$ cat src/verilog/mhp_pkg.sv
// Constants shared by the received-frame header parser.
// Assumes one clock domain and a byte stream from the receiver on that clock.
package mhp_pkg;
	// ----------------------------------------
	// Register byte offsets
	// ----------------------------------------
	localparam logic [7:0] MHP_OFS_CTRL = 8'h00;
	localparam logic [7:0] MHP_OFS_FCF_SEQ = 8'h04;
	localparam logic [7:0] MHP_OFS_PANS = 8'h08;
	localparam logic [7:0] MHP_OFS_DADR_LO = 8'h0C;
	localparam logic [7:0] MHP_OFS_DADR_HI = 8'h10;
	localparam logic [7:0] MHP_OFS_SADR_LO = 8'h14;
	localparam logic [7:0] MHP_OFS_SADR_HI = 8'h18;
	localparam logic [7:0] MHP_OFS_STATUS = 8'h1C;
	// ----------------------------------------
	// Frame control word fields
	// ----------------------------------------
	localparam int MHP_TYPE_LSB = 0;
	localparam int MHP_SEC_BIT = 3;
	localparam int MHP_ACKREQ_BIT = 5;
	localparam int MHP_PANC_BIT = 6;
	localparam int MHP_DMODE_LSB = 10;
	localparam int MHP_VER_LSB = 12;
	localparam int MHP_SMODE_LSB = 14;
	localparam logic [2:0] MHP_TYPE_MAX_STD = 3'h3;
	localparam logic [1:0] MHP_MODE_SHORT = 2'h2;
	localparam logic [1:0] MHP_MODE_EXT = 2'h3;
	localparam logic [1:0] MHP_VER_2003 = 2'h0;
	localparam logic [1:0] MHP_VER_2006 = 2'h1;
	// ----------------------------------------
	// Field lengths in octets
	// ----------------------------------------
	localparam logic [3:0] MHP_LEN_WORD = 4'h2;
	localparam logic [3:0] MHP_LEN_EXT = 4'h8;
	localparam logic [3:0] MHP_LEN_SEQ = 4'h1;
	localparam logic [6:0] MHP_LEN_FCS = 7'h02;
	// Auxiliary header length by key identifier mode: control, counter, key id.
	localparam logic [3:0] MHP_AUX_LEN0 = 4'h5;
	localparam logic [3:0] MHP_AUX_LEN1 = 4'h6;
	localparam logic [3:0] MHP_AUX_LEN2 = 4'hA;
	localparam logic [3:0] MHP_AUX_LEN3 = 4'hE;
	localparam int MHP_KEYID_LSB = 3;
	// ----------------------------------------
	// Parser states, one-hot
	// ----------------------------------------
	typedef enum logic [9:0] {
		MHP_IDLE = 10'h001,
		MHP_FCF = 10'h002,
		MHP_SEQ = 10'h004,
		MHP_DPAN = 10'h008,
		MHP_DADR = 10'h010,
		MHP_SPAN = 10'h020,
		MHP_SADR = 10'h040,
		MHP_AUX = 10'h080,
		MHP_PAY = 10'h100,
		MHP_FCS = 10'h200
	} mhp_state_t;
endpackage
$ cat src/verilog/mhp_parser.sv
// Header parser for received 802.15.4 frames, with an AHB-Lite register slave.
// Assumes rx bytes arrive on hclk from the demodulator, framed by a start pulse
// that carries the frame length including the two checksum octets.
`timescale 1ns/100ps
// Behaviour
// RULE1: Bit 6 compression drops source PAN.
// RULE2: Bits 11:10 give destination addressing mode.
// RULE3: Bits 15:14 give source addressing mode.
// RULE4: Destination PAN precedes destination address.
// RULE5: Bits 13:12 give frame version.
// RULE6: Ack decision uses version and policy.
// RULE7: Policy acknowledges versions up to setting.
// RULE8: Octet after control is sequence number.
// RULE9: Destination fields come before source fields.
// RULE10: Security header only when bit 3 set.
// RULE11: Last two octets are checksum footer.
// RULE12: Filter gets control bits 0-3,6,10-15.
// RULE13: Classify 2003 and 2006 secured formats.
// RULE14: Bits 2:0 type; types 0-3 pass.
// RULE15: Multi-octet fields arrive low octet first.
module mhp_parser
	import mhp_pkg::*;
(
	input wire logic hclk, // Clock.
	input wire logic hresetn, // Async reset, active low.
	input wire logic hsel, // Slave select.
	input wire logic [7:0] haddr, // Byte address.
	input wire logic [1:0] htrans, // Transfer type.
	input wire logic hwrite, // Write when high.
	input wire logic [2:0] hsize, // Word only.
	input wire logic [31:0] hwdata, // Write data.
	input wire logic hready, // Bus ready.
	output logic hreadyout, // Always ready.
	output logic hresp, // Always OKAY.
	output logic [31:0] hrdata, // Read data.
	input wire logic rx_start, // Frame start pulse.
	input wire logic [6:0] rx_len, // Frame length with checksum.
	input wire logic rx_valid, // Byte strobe.
	input wire logic [7:0] rx_data, // Received byte.
	output logic [2:0] frame_type, // Frame type.
	output logic sec_enabled, // Security enabled.
	output logic pan_id_comp, // PAN ID compression.
	output logic [1:0] dst_mode, // Destination addressing mode.
	output logic [1:0] src_mode, // Source addressing mode.
	output logic [1:0] frame_version, // Frame version.
	output logic type_std, // Type passes by default.
	output logic sec_fmt_2003, // 2003 secured format.
	output logic sec_fmt_2006, // 2006 secured format.
	output logic ack_due, // Ack should be sent.
	output logic [7:0] ack_seq, // Sequence for ack.
	output logic hdr_done, // Frame end pulse.
	output logic hdr_trunc // Header cut by footer.
);
	typedef struct packed {
		mhp_state_t st;
		logic [3:0] idx;
		logic [3:0] flen;
		logic [6:0] rem;
		logic [15:0] fcf;
		logic [7:0] seq;
		logic [15:0] dpan;
		logic [15:0] span;
		logic [63:0] dadr;
		logic [63:0] sadr;
		logic [7:0] auxctl;
		logic [6:0] paylen;
		logic done;
		logic trunc;
		logic aack;
		logic [1:0] policy;
		logic a_wr;
		logic [7:0] a_addr;
		logic [31:0] rdata;
	} mhp_regs_t;

	mhp_regs_t r;
	mhp_regs_t next_r;

	// ----------------------------------------
	// Helper functions
	// ----------------------------------------
	// Address field length for a mode; every mode but extended, reserved included, gives the two-octet length.
	function automatic logic [3:0] mhp_adr_len(input logic [1:0] m);
		return (m == MHP_MODE_EXT) ? MHP_LEN_EXT : MHP_LEN_WORD;
	endfunction

	// State after the source fields.
	function automatic mhp_state_t mhp_after_src(input logic [15:0] f);
		return f[MHP_SEC_BIT] ? MHP_AUX : MHP_PAY; // RULE10
	endfunction

	// State after the destination fields.
	function automatic mhp_state_t mhp_after_dst(input logic [15:0] f);
		logic [1:0] dm;
		logic [1:0] sm;
		dm = f[MHP_DMODE_LSB +: 2];
		sm = f[MHP_SMODE_LSB +: 2];
		if (!sm[1])
			return mhp_after_src(f);
		if (dm[1] && f[MHP_PANC_BIT])
			return MHP_SADR; // RULE1
		return MHP_SPAN;
	endfunction

	// Length of the field that a state collects.
	function automatic logic [3:0] mhp_len_of(input mhp_state_t s, input logic [15:0] f);
		unique case (s)
			MHP_DADR: return mhp_adr_len(f[MHP_DMODE_LSB +: 2]);
			MHP_SADR: return mhp_adr_len(f[MHP_SMODE_LSB +: 2]);
			MHP_SEQ: return MHP_LEN_SEQ;
			MHP_AUX: return MHP_LEN_SEQ;
			default: return MHP_LEN_WORD;
		endcase
	endfunction

	// Total auxiliary header length from its control octet.
	function automatic logic [3:0] mhp_aux_len(input logic [7:0] c);
		unique case (c[MHP_KEYID_LSB +: 2])
			2'h0: return MHP_AUX_LEN0;
			2'h1: return MHP_AUX_LEN1;
			2'h2: return MHP_AUX_LEN2;
			default: return MHP_AUX_LEN3;
		endcase
	endfunction

	// ----------------------------------------
	// Next-state logic
	// ----------------------------------------
	// The parser and the bus slave share one state record.
	always_comb
	begin
		logic [6:0] rem_n;
		logic last;
		mhp_state_t nst;
		rem_n = r.rem - 7'h01;
		last = (r.idx + 4'h1) == r.flen;
		nst = r.st;
		next_r = r;
		next_r.done = 1'b0;
		if (rx_start)
		begin
			next_r.st = MHP_FCF;
			next_r.idx = 4'h0;
			next_r.flen = MHP_LEN_WORD;
			next_r.rem = rx_len;
			next_r.fcf = 16'h0000;
			next_r.dpan = 16'h0000;
			next_r.span = 16'h0000;
			next_r.dadr = 64'h0;
			next_r.sadr = 64'h0;
			next_r.auxctl = 8'h00;
			next_r.paylen = 7'h00;
			next_r.trunc = 1'b0;
		end
		else if (rx_valid && r.st != MHP_IDLE)
		begin
			next_r.rem = rem_n;
			next_r.idx = r.idx + 4'h1;
			// Little-endian assembly into each field.
			unique case (r.st)
				MHP_FCF: next_r.fcf[r.idx[0]*8 +: 8] = rx_data; // RULE15
				MHP_SEQ: next_r.seq = rx_data; // RULE8
				MHP_DPAN: next_r.dpan[r.idx[0]*8 +: 8] = rx_data; // RULE4 RULE15
				MHP_DADR: next_r.dadr[r.idx[2:0]*8 +: 8] = rx_data; // RULE15
				MHP_SPAN: next_r.span[r.idx[0]*8 +: 8] = rx_data; // RULE15
				MHP_SADR: next_r.sadr[r.idx[2:0]*8 +: 8] = rx_data; // RULE15
				MHP_AUX:
				begin
					if (r.idx == 4'h0)
					begin
						next_r.auxctl = rx_data;
						next_r.flen = mhp_aux_len(rx_data);
						last = 1'b0;
					end
				end
				MHP_PAY: next_r.paylen = r.paylen + 7'h01;
				default: ;
			endcase
			// Field sequencing: destination before source before security.
			if (last)
			begin
				unique case (r.st)
					MHP_FCF: nst = MHP_SEQ;
					MHP_SEQ: nst = next_r.fcf[MHP_DMODE_LSB + 1] ? MHP_DPAN : mhp_after_dst(r.fcf); // RULE2 RULE9
					MHP_DPAN: nst = MHP_DADR; // RULE4
					MHP_DADR: nst = mhp_after_dst(r.fcf); // RULE9
					MHP_SPAN: nst = MHP_SADR; // RULE3
					MHP_SADR: nst = mhp_after_src(r.fcf);
					MHP_AUX: nst = MHP_PAY;
					default: ;
				endcase
			end
			if (nst != r.st)
			begin
				next_r.idx = 4'h0;
				next_r.flen = mhp_len_of(nst, r.fcf);
			end
			// The footer is found by count, whatever the header held.
			if (rem_n == 7'h00)
			begin
				nst = MHP_IDLE;
				next_r.done = 1'b1;
			end
			else if (rem_n == MHP_LEN_FCS && r.st != MHP_FCS) // RULE11
			begin
				next_r.trunc = (nst != MHP_PAY);
				nst = MHP_FCS;
			end
			next_r.st = nst;
		end
		// Bus slave: zero wait states, data phase after the latched address.
		next_r.a_wr = 1'b0;
		if (r.a_wr)
		begin
			if (r.a_addr == MHP_OFS_CTRL)
			begin
				next_r.aack = hwdata[0];
				next_r.policy = hwdata[2:1];
			end
		end
		if (hready && hsel && htrans[1])
		begin
			next_r.a_wr = hwrite;
			next_r.a_addr = haddr;
			next_r.rdata = 32'h0;
			if (!hwrite)
			begin
				unique case (haddr)
					MHP_OFS_CTRL: next_r.rdata = {29'h0, r.policy, r.aack};
					MHP_OFS_FCF_SEQ: next_r.rdata = {8'h00, r.seq, r.fcf};
					MHP_OFS_PANS: next_r.rdata = {r.span, r.dpan};
					MHP_OFS_DADR_LO: next_r.rdata = r.dadr[31:0];
					MHP_OFS_DADR_HI: next_r.rdata = r.dadr[63:32];
					MHP_OFS_SADR_LO: next_r.rdata = r.sadr[31:0];
					MHP_OFS_SADR_HI: next_r.rdata = r.sadr[63:32];
					MHP_OFS_STATUS: next_r.rdata = {4'h0, r.st, r.auxctl, r.paylen, ack_due, r.trunc, r.st == MHP_IDLE};
					default: next_r.rdata = 32'h0;
				endcase
			end
		end
	end

	// ----------------------------------------
	// State register
	// ----------------------------------------
	always_ff @(posedge hclk or negedge hresetn)
	begin
		if (!hresetn)
			r <= '{st: MHP_IDLE, default: '0};
		else
			r <= next_r;
	end

	// ----------------------------------------
	// Outputs
	// ----------------------------------------
	// Decoded fields go straight from the stored control word to the filter.
	assign frame_type = r.fcf[MHP_TYPE_LSB +: 3]; // RULE12 RULE14
	assign sec_enabled = r.fcf[MHP_SEC_BIT]; // RULE12
	assign pan_id_comp = r.fcf[MHP_PANC_BIT]; // RULE1 RULE12
	assign dst_mode = r.fcf[MHP_DMODE_LSB +: 2]; // RULE2
	assign src_mode = r.fcf[MHP_SMODE_LSB +: 2]; // RULE3
	assign frame_version = r.fcf[MHP_VER_LSB +: 2]; // RULE5
	assign type_std = frame_type <= MHP_TYPE_MAX_STD; // RULE14
	assign sec_fmt_2003 = sec_enabled && frame_version == MHP_VER_2003; // RULE13
	assign sec_fmt_2006 = sec_enabled && frame_version == MHP_VER_2006; // RULE13
	// Reserved versions are compared like any other, so policy 3 takes them.
	assign ack_due = r.aack && r.fcf[MHP_ACKREQ_BIT] && frame_version <= r.policy; // RULE6 RULE7
	assign ack_seq = r.seq; // RULE8
	assign hdr_done = r.done;
	assign hdr_trunc = r.trunc;
	assign hreadyout = 1'b1;
	assign hresp = 1'b0;
	assign hrdata = r.rdata;
endmodule

$ cat config.mk
export PLATFORM = sky130hd
export DESIGN_NAME = mhp_parser
export DESIGN_NICKNAME = d
export VERILOG_FILES = /design/src/verilog/mhp_pkg.sv /design/src/verilog/mhp_parser.sv
export SDC_FILE = /design/constraint.sdc
export NUM_CORES = 1
export LEC_CHECK = 0
export BUFFER_PORTS_ARGS = -buffer_cell sky130_fd_sc_hd__buf_2
export CAP_MARGIN = 15
export CORE_MARGIN = 2
export CORE_UTILIZATION = 25
export DETAILED_ROUTE_END_ITERATION = 10
export PLACE_DENSITY = 0.45
export SLEW_MARGIN = 20
export SYNTH_ARGS = -nofsm -noshare
export SYNTH_HDL_FRONTEND = slang
export SYNTH_SLANG_ARGS = --single-unit
export TNS_END_PERCENT = 30
$ cat constraint.sdc
create_clock -name hclk -period 4.14 [get_ports hclk]
set_input_delay 0.621 -clock hclk [delete_from_list [all_inputs] [get_ports hclk]]
set_output_delay 0.621 -clock hclk [all_outputs]
set_load 0.01 [all_outputs]
* Word-level counts from Yosys, hierarchy flattened
Index checks and enable logic that the tools add are counted.
Word-level totals: flip-flop bits (word level) 270, input port bits 67, output and inout port bits 59
Cells by class: $add $sub $neg 5, $lt $le $gt $ge 2, eq/ne operators 32, shift operators 4, multiplexer cells 72, bitwise logic cells 1, reduce and logical (&&, ||, !) cells 39
Operators by type and width (number):
- 32-bit one-hot mux with 8 select lines | 1
- 226-bit two-way mux | 1
- 175-bit two-way mux | 1
- 64-bit bitwise mux | 2
- 64-bit two-way mux | 2
- 10-bit two-way mux | 12
- 41-bit two-way mux | 2
- 16-bit two-way mux | 5
- 10-bit one-hot mux with 7 select lines | 1
- 8-bit by 34-bit variable shift with 64-bit output (first input constant) | 1
- 8-bit by 34-bit variable part select with 64-bit output | 1
- 16-bit bitwise mux | 3
- 4-bit negator with 34-bit output | 1
- 6-bit negator with 34-bit output | 1
- 8-bit by 34-bit variable shift with 16-bit output (first input constant) | 1
- 8-bit by 34-bit variable part select with 16-bit output | 1
- 8-bit by 5-bit == test with 1-bit output (second input constant) | 4
- 32-bit two-way mux | 1
- 8-bit two-way mux | 4
- 1-bit two-way mux | 29
- 4-bit one-hot mux with 3 select lines | 2
- 10-bit by 3-bit == test with 1-bit output (second input constant) | 2
- 10-bit by 5-bit == test with 1-bit output (second input constant) | 2
- 10-bit by 7-bit == test with 1-bit output (second input constant) | 2
- other kinds (36) | 73

* Depth between registers and ports, before layout
depth after elaboration 27, depth in mapped cells 11, mapped depth without buffers 10

* Worst setup path before layout
OpenSTA, ideal clock, no wires.
path kind register to register, from register r[256] (netlist bit), to register r[255] (netlist bit), library setup time 0.092 ns, arrival time 2.599 ns, required time 4.048 ns, slack 1.450 ns, stages on the path, launching flop included 11, path buffers 1, path through dfrtp_1 -> inv_1 -> ha_1 -> clkbuf_1 -> xor2_1 -> nor3_1 -> o211ai_2 -> nor4_2 -> a2bb2oi_2 -> o311a_1 -> o31ai_2
On the way: longest elaborated chain between the ends 17
Ends and longest elaborated chain:
- start, declared | RTL line mhp_parser.sv:76 | mhp_regs_t r;
- start signal, assigned | RTL line mhp_parser.sv:251 | r <= next_r;
- 4-bit negator with 34-bit output | RTL line mhp_parser.sv:161 | MHP_FCF: next_r.fcf[r.idx[0]*8 +: 8] = rx_data;
- 8-bit by 34-bit variable part select with 16-bit output / 8-bit by 34-bit variable shift with 16-bit output (equally long branches) | RTL line mhp_parser.sv:161
- 16-bit bitwise mux | RTL line mhp_parser.sv:161
- 16-bit two-way mux | RTL line mhp_parser.sv:160 | unique case (r.st)
- 16-bit two-way mux | RTL line mhp_parser.sv:155 | else if (rx_valid && r.st != MHP_IDLE)
- 16-bit two-way mux | RTL line mhp_parser.sv:140 | if (rx_start)
- 10-bit two-way mux | RTL line mhp_parser.sv:184 | MHP_SEQ: nst = next_r.fcf[MHP_DMODE_LSB + 1] ? MHP_DPAN : mhp_after_dst(r.fcf);
- 10-bit one-hot mux with 7 select lines | RTL line mhp_parser.sv:182 | unique case (r.st)
- 10-bit two-way mux | RTL line mhp_parser.sv:180 | if (last)
- 10-bit two-way mux | RTL line mhp_parser.sv:155
- 10-bit two-way mux | RTL line mhp_parser.sv:140
- 10-bit by 8-bit == test with 1-bit output / 10-bit by 3-bit == test with 1-bit output (equally long branches) | RTL line mhp_parser.sv:107 | unique case (s)
- 2-bit OR reduction (no line)
- 4-bit one-hot mux with 3 select lines | RTL line mhp_parser.sv:107
- 8-bit two-way mux | RTL line mhp_parser.sv:193 | if (nst != r.st)
- 226-bit two-way mux | RTL line mhp_parser.sv:155
- 41-bit two-way mux | RTL line mhp_parser.sv:140
Parallel ways exist; a longest one is shown, timed or not. The select of a mux whose other input is x is not followed. A chain may end at the register's enable or synchronous reset.

* Worst setup path after layout
from register r[264] (netlist bit), to register r[218] (netlist bit)
On the way: longest elaborated chain between the ends 4
Ends and longest elaborated chain (RTL line):
- 10-bit by 1-bit inequality test with 1-bit output | mhp_parser.sv:155
- 1-bit logical AND | mhp_parser.sv:155
- 2-bit nonzero test (no line)
- 2-bit AND reduction (no line) *
Mark *: on every way between the ends. The rest lies on a longest branch, timed or not.

==> Flow_metrics.wiki <==
{| class="wikitable"
! Metric !! Value
|-
| Status || finished clean
|-
| Signal arrival time at the worst endpoint || 3.61 ns
|-
| Pwr dens || 422.7 nW/um^2
|-
| Minimum setup slack among reg-to-reg paths || about 0.93 ns
|-
| Hold Slack || 0.06892 ns
|-
| Sum of routed wire length over all layers || 46,280 um
|-
| Clock share of power || 47.9%
|-
| Cell row count || 83
|-
| Proportion of power drawn by combinational gates || 8.2%
|-
| CTS tree || yes
|-
| Worst Reg2Reg Path Length in Cells || 5
|-
| Starting density of the core || ~25%
|-
| Clock buffer count from CTS || 34
|-
| EDFF count, synth || 0
|-
| Via count of the first global-routing pass || 10.40k
|-
| FF+latch count, synth || 270
|-
| Maximum clock rate || 0.3116 GHz
|-
| Die boundary height || between 200 and 250 um
|-
| Starting DRT DRC Count || 1,094
|-
| Critical Path Sink Type || flip-flop
|-
| Mean area per synthesized cell || between 10 and 15 um^2
|-
| Top FF cell, synth || sky130_fd_sc_hd__dfrtp_1
|-
| Adder-cell share of the synthesized area || less than 1%
|-
| Post-synthesis compound-gate area fraction || 22.70%
|-
| Worst vdd ir || 0.2241 mV
|-
| RSZ-0062 raised after global routing || false
|-
| Lkg Pwr || 0.006625 uW
|-
| Detail-routed net length per standard cell || around 23 um
|-
| Switching portion of total power || 26.48%
|-
| WP buf/inv || 0
|-
| Crit share post-route || 77.52%
|-
| End of the worst register-to-register path || r[218]
|-
| Launch point of the worst path || r[264]
|-
| Library cell used as clock root buffer || sky130_fd_sc_hd__clkbuf_16
|-
| Proportion of netlist area held by the largest area contributor || 51.76%
|-
| Number of H-tree levels || 2
|-
| Fraction of final layout cells sized beyond drive strength 1 || 18.04%
|-
| Remaining max-slew budget at the tightest pin || 29.71%
|-
| Yosys top cell by area || sky130_fd_sc_hd__dfrtp_1
|-
| Post-Synth XOR/XNOR Area || 1.462%
|-
| Remaining global-route overflow || 0
|-
| Actual slew at the worst max-slew pin || approximately 1.0 ns
|-
| Worst hold path type || primary input to asynchronous set/reset pin
|-
| RD Place Congestion || approximately 0.83
|-
| Total of hold buffers inserted after clock tree synthesis || 0
|-
| Placeable core region || 51,410 um^2
|-
| Syn. warnings || 0
|-
| Worst-path clk slew || ~0.060 ns
|-
| Die Span X || 232.1 um
|-
| DRC errors left || 0
|-
| # Max-Cap Violations || 0
|-
| Cells along the critical path || or4_4 -> or4_1 -> and2_4 -> a31oi_2 -> o21ai_0
|-
| Combined global-route utilization of all metal layers || approximately 17%
|-
| Maximum fanout along the worst path || 16
|-
| Post-synth design cell area || 13,010 um^2
|-
| Capture point of the worst path || r[218]
|-
| Port Buffer Count || 90
|-
| Simple-gate share of the synthesized area || between 10% and 20%
|-
| Nets || 1,354
|-
| Placed wire-length estimate || 31,950 um
|-
| Mux share of post-synthesis cell area || 2.405%
|-
| Setup TNS || 0 ns
|-
| Ports || 126
|-
| Final Max Tran Viols || 0
|-
| Final setup vio count || 0
|-
| Highest-delay cell along the critical path || sky130_fd_sc_hd__or4_4
|-
| CTS-repair resized insts || 0
|-
| Clock net sink count || 270
|-
| Drt via density || around 5.2
|-
| Smallest setup slack after layout || ~0.93 ns
|-
| Startpoint of the worst-slack reg-to-reg timing path || r[264]
|-
| Maximum single-stage delay on the critical path || 0.69 ns
|-
| Required time of the critical path || 4.54 ns
|-
| Register share of total power || 43.9%
|-
| Area of the die || 53,870 um^2
|-
| Startpoint types || flip-flop
|-
| Syn Inst Count || 1,258
|-
| Maximum root-to-sink buffer count || 3
|-
| Initial DRT Pass Iterations || 6
|-
| Number of unique standard cell types used by synthesis || 78
|-
| Routed via count || 10.36k
|-
| Reported net switching power || between 1500 and 2000 uW
|-
| Top area cells in the synthesized netlist || sky130_fd_sc_hd__dfrtp_1, sky130_fd_sc_hd__a22o_1, sky130_fd_sc_hd__nand2_1, sky130_fd_sc_hd__a22oi_1, sky130_fd_sc_hd__buf_4
|-
| Initial antenna violation count || 4
|-
| Clock latency at the later pin of the worst-skew pair || between 0.5 and 0.6 ns
|-
| Design internal power || 4662 uW
|-
| Remaining antenna violation count || 0
|-
| Fin Clk Skew || roughly 0.020 ns
|-
| Pin count of the biggest net entering global routing || 90
|-
| CP Depth || 5
|-
| Post-synthesis net count || 1,334
|-
| Total power || between 6000 and 7000 uW
|-
| Post-CTS Setup Repair Bufs || 0
|-
| Combinational family with the most area after synthesis || compound AO/OA/AOI/OAI gates
|-
| Share of the yosys chip area belonging to registers || 51.96%
|-
| Crit path time final || about 3.2 ns
|-
| CP Class || flip-flop to flip-flop
|-
| Global-route wire length before repair || 70,070 um
|-
| Post-Place Worst Slack || 0.9587 ns
|-
| Layout Area Growth over Synthesis || 15.35%
|-
| Cell family with most CP delay || simple AND/OR/NAND/NOR gates
|-
| Count of endpoints failing hold in the final timing report || 0
|-
| Async S/R FF share, synth || between 90% and 100%
|}
==> final cells by class <==
type	instances	area, um^2
fill	5361	36400
clock inverter	9	96.34
tap	680	850.8
multi-input combinational	833	5463
clock buffer	52	1040
inverter	16	60.06
timing repair buffer	123	733.2
antenna	1	2.502
sequential	270	6758
==> worst min path at each step <==
stage                 end  slack [ns]  cells past startpoint
3_3_place_gp   hrdata[31]        0.46                      1
2_1_floorplan  ack_seq[0]        0.33                      0
4_1_cts        ack_seq[0]        0.11                      1
6_report       ack_seq[0]        0.07                      1
3_5_place_dp   hrdata[31]        0.47                      1
5_1_grt        ack_seq[0]        0.14                      1
==> Yosys cell counts (all sizes together), types with 2 or more instances <==
master,n
mux2,18
nand2b,7
o21ai,82
and2,9
mux2i,11
or2,2
nand3,33
a222oi,17
nor2,61
xor2,9
nand2,181
buf,79
a31oi,5
nor2b,13
nand4,16
a31o,2
o21bai,4
a22o,133
a22oi,74
conb,2
ha,9
nor4,10
a21o,7
dfrtp,269
o211ai,2
a2bb2oi,3
a221oi,8
xnor2,10
o41ai,2
nor4b,8
or4,5
inv,16
clkbuf,60
o31ai,2
a21oi,35
a211oi,2
and3,5
nor3b,3
or3,4
o22ai,2
nor3,23
==> layout by cell type (no fill, tap or decap), types with 17 or more instances in the layout <==
| master | instances |
|---|---|
| sky130_fd_sc_hd__dfrtp_1 | 269 |
| sky130_fd_sc_hd__nand2_1 | 181 |
| sky130_fd_sc_hd__a222oi_1 | 17 |
| sky130_fd_sc_hd__nor2_1 | 56 |
| sky130_fd_sc_hd__a22oi_1 | 74 |
| sky130_fd_sc_hd__a22o_1 | 133 |
| sky130_fd_sc_hd__buf_2 | 89 |
| sky130_fd_sc_hd__buf_4 | 31 |
| sky130_fd_sc_hd__a21oi_1 | 33 |
| sky130_fd_sc_hd__mux2_2 | 18 |
| sky130_fd_sc_hd__clkbuf_16 | 35 |
| sky130_fd_sc_hd__nand3_1 | 31 |
| sky130_fd_sc_hd__o21ai_0 | 72 |
==> layer usage <==
layer / vias up / GRT usage (%) / wire [um] / part of all wire, %
met3: 63 / 3.094 / 2928 / 6.3
met1: 5287 / 25.67 / 22500 / 49
met4: 4 / 4.728 / 916 / 2.0
met2: 361 / 25.72 / 19910 / 43
li1: 4641 / - / - / -
met5: - / 0 / 21 / 0.045
==> through the flow <==
stage | util [%] | instances | area, um^2
floorplan | - | 1258 | 13010
global placement | 26.96 | 1922 | 13860
detailed placement | 26.96 | 1922 | 13860
CTS | 29.17 | 1983 | 15000
global route | 29.19 | 1984 | 15000
finish | 29.19 | 1984 | 15000
==> kinds of logic after synthesis <==
kind of cell	Yosys count
simple gates	384
buf+inv	155
fa+ha+maj	9
other cells	2
xor+xnor	20
flops	270
mux	29
compound gates	389
==> flip-flops by register name, indices dropped and copies added, names as in the netlist <==
signal and flops:
src_mode 2, hrdata 32, hdr_trunc 1, ack_seq 8
dst_mode 2, r 217, frame_version 2, pan_id_comp 1
hdr_done 1, sec_enabled 1, frame_type 3
==> power by group through the flow <==
| stage | registers, uW | logic [uW] | clock network, uW |
|---|---|---|---|
| 2_1_floorplan | 2790 | 321 | 0 |
| 3_3_place_gp | 2830 | 520 | 0 |
| 3_5_place_dp | 2830 | 523 | 0 |
| 4_1_cts | 2780 | 524 | 3100 |
| 5_1_grt | 2790 | 574 | 3210 |
| 6_report | 2780 | 519 | 3040 |
Note: power is estimated with default switching activity, not from simulation.
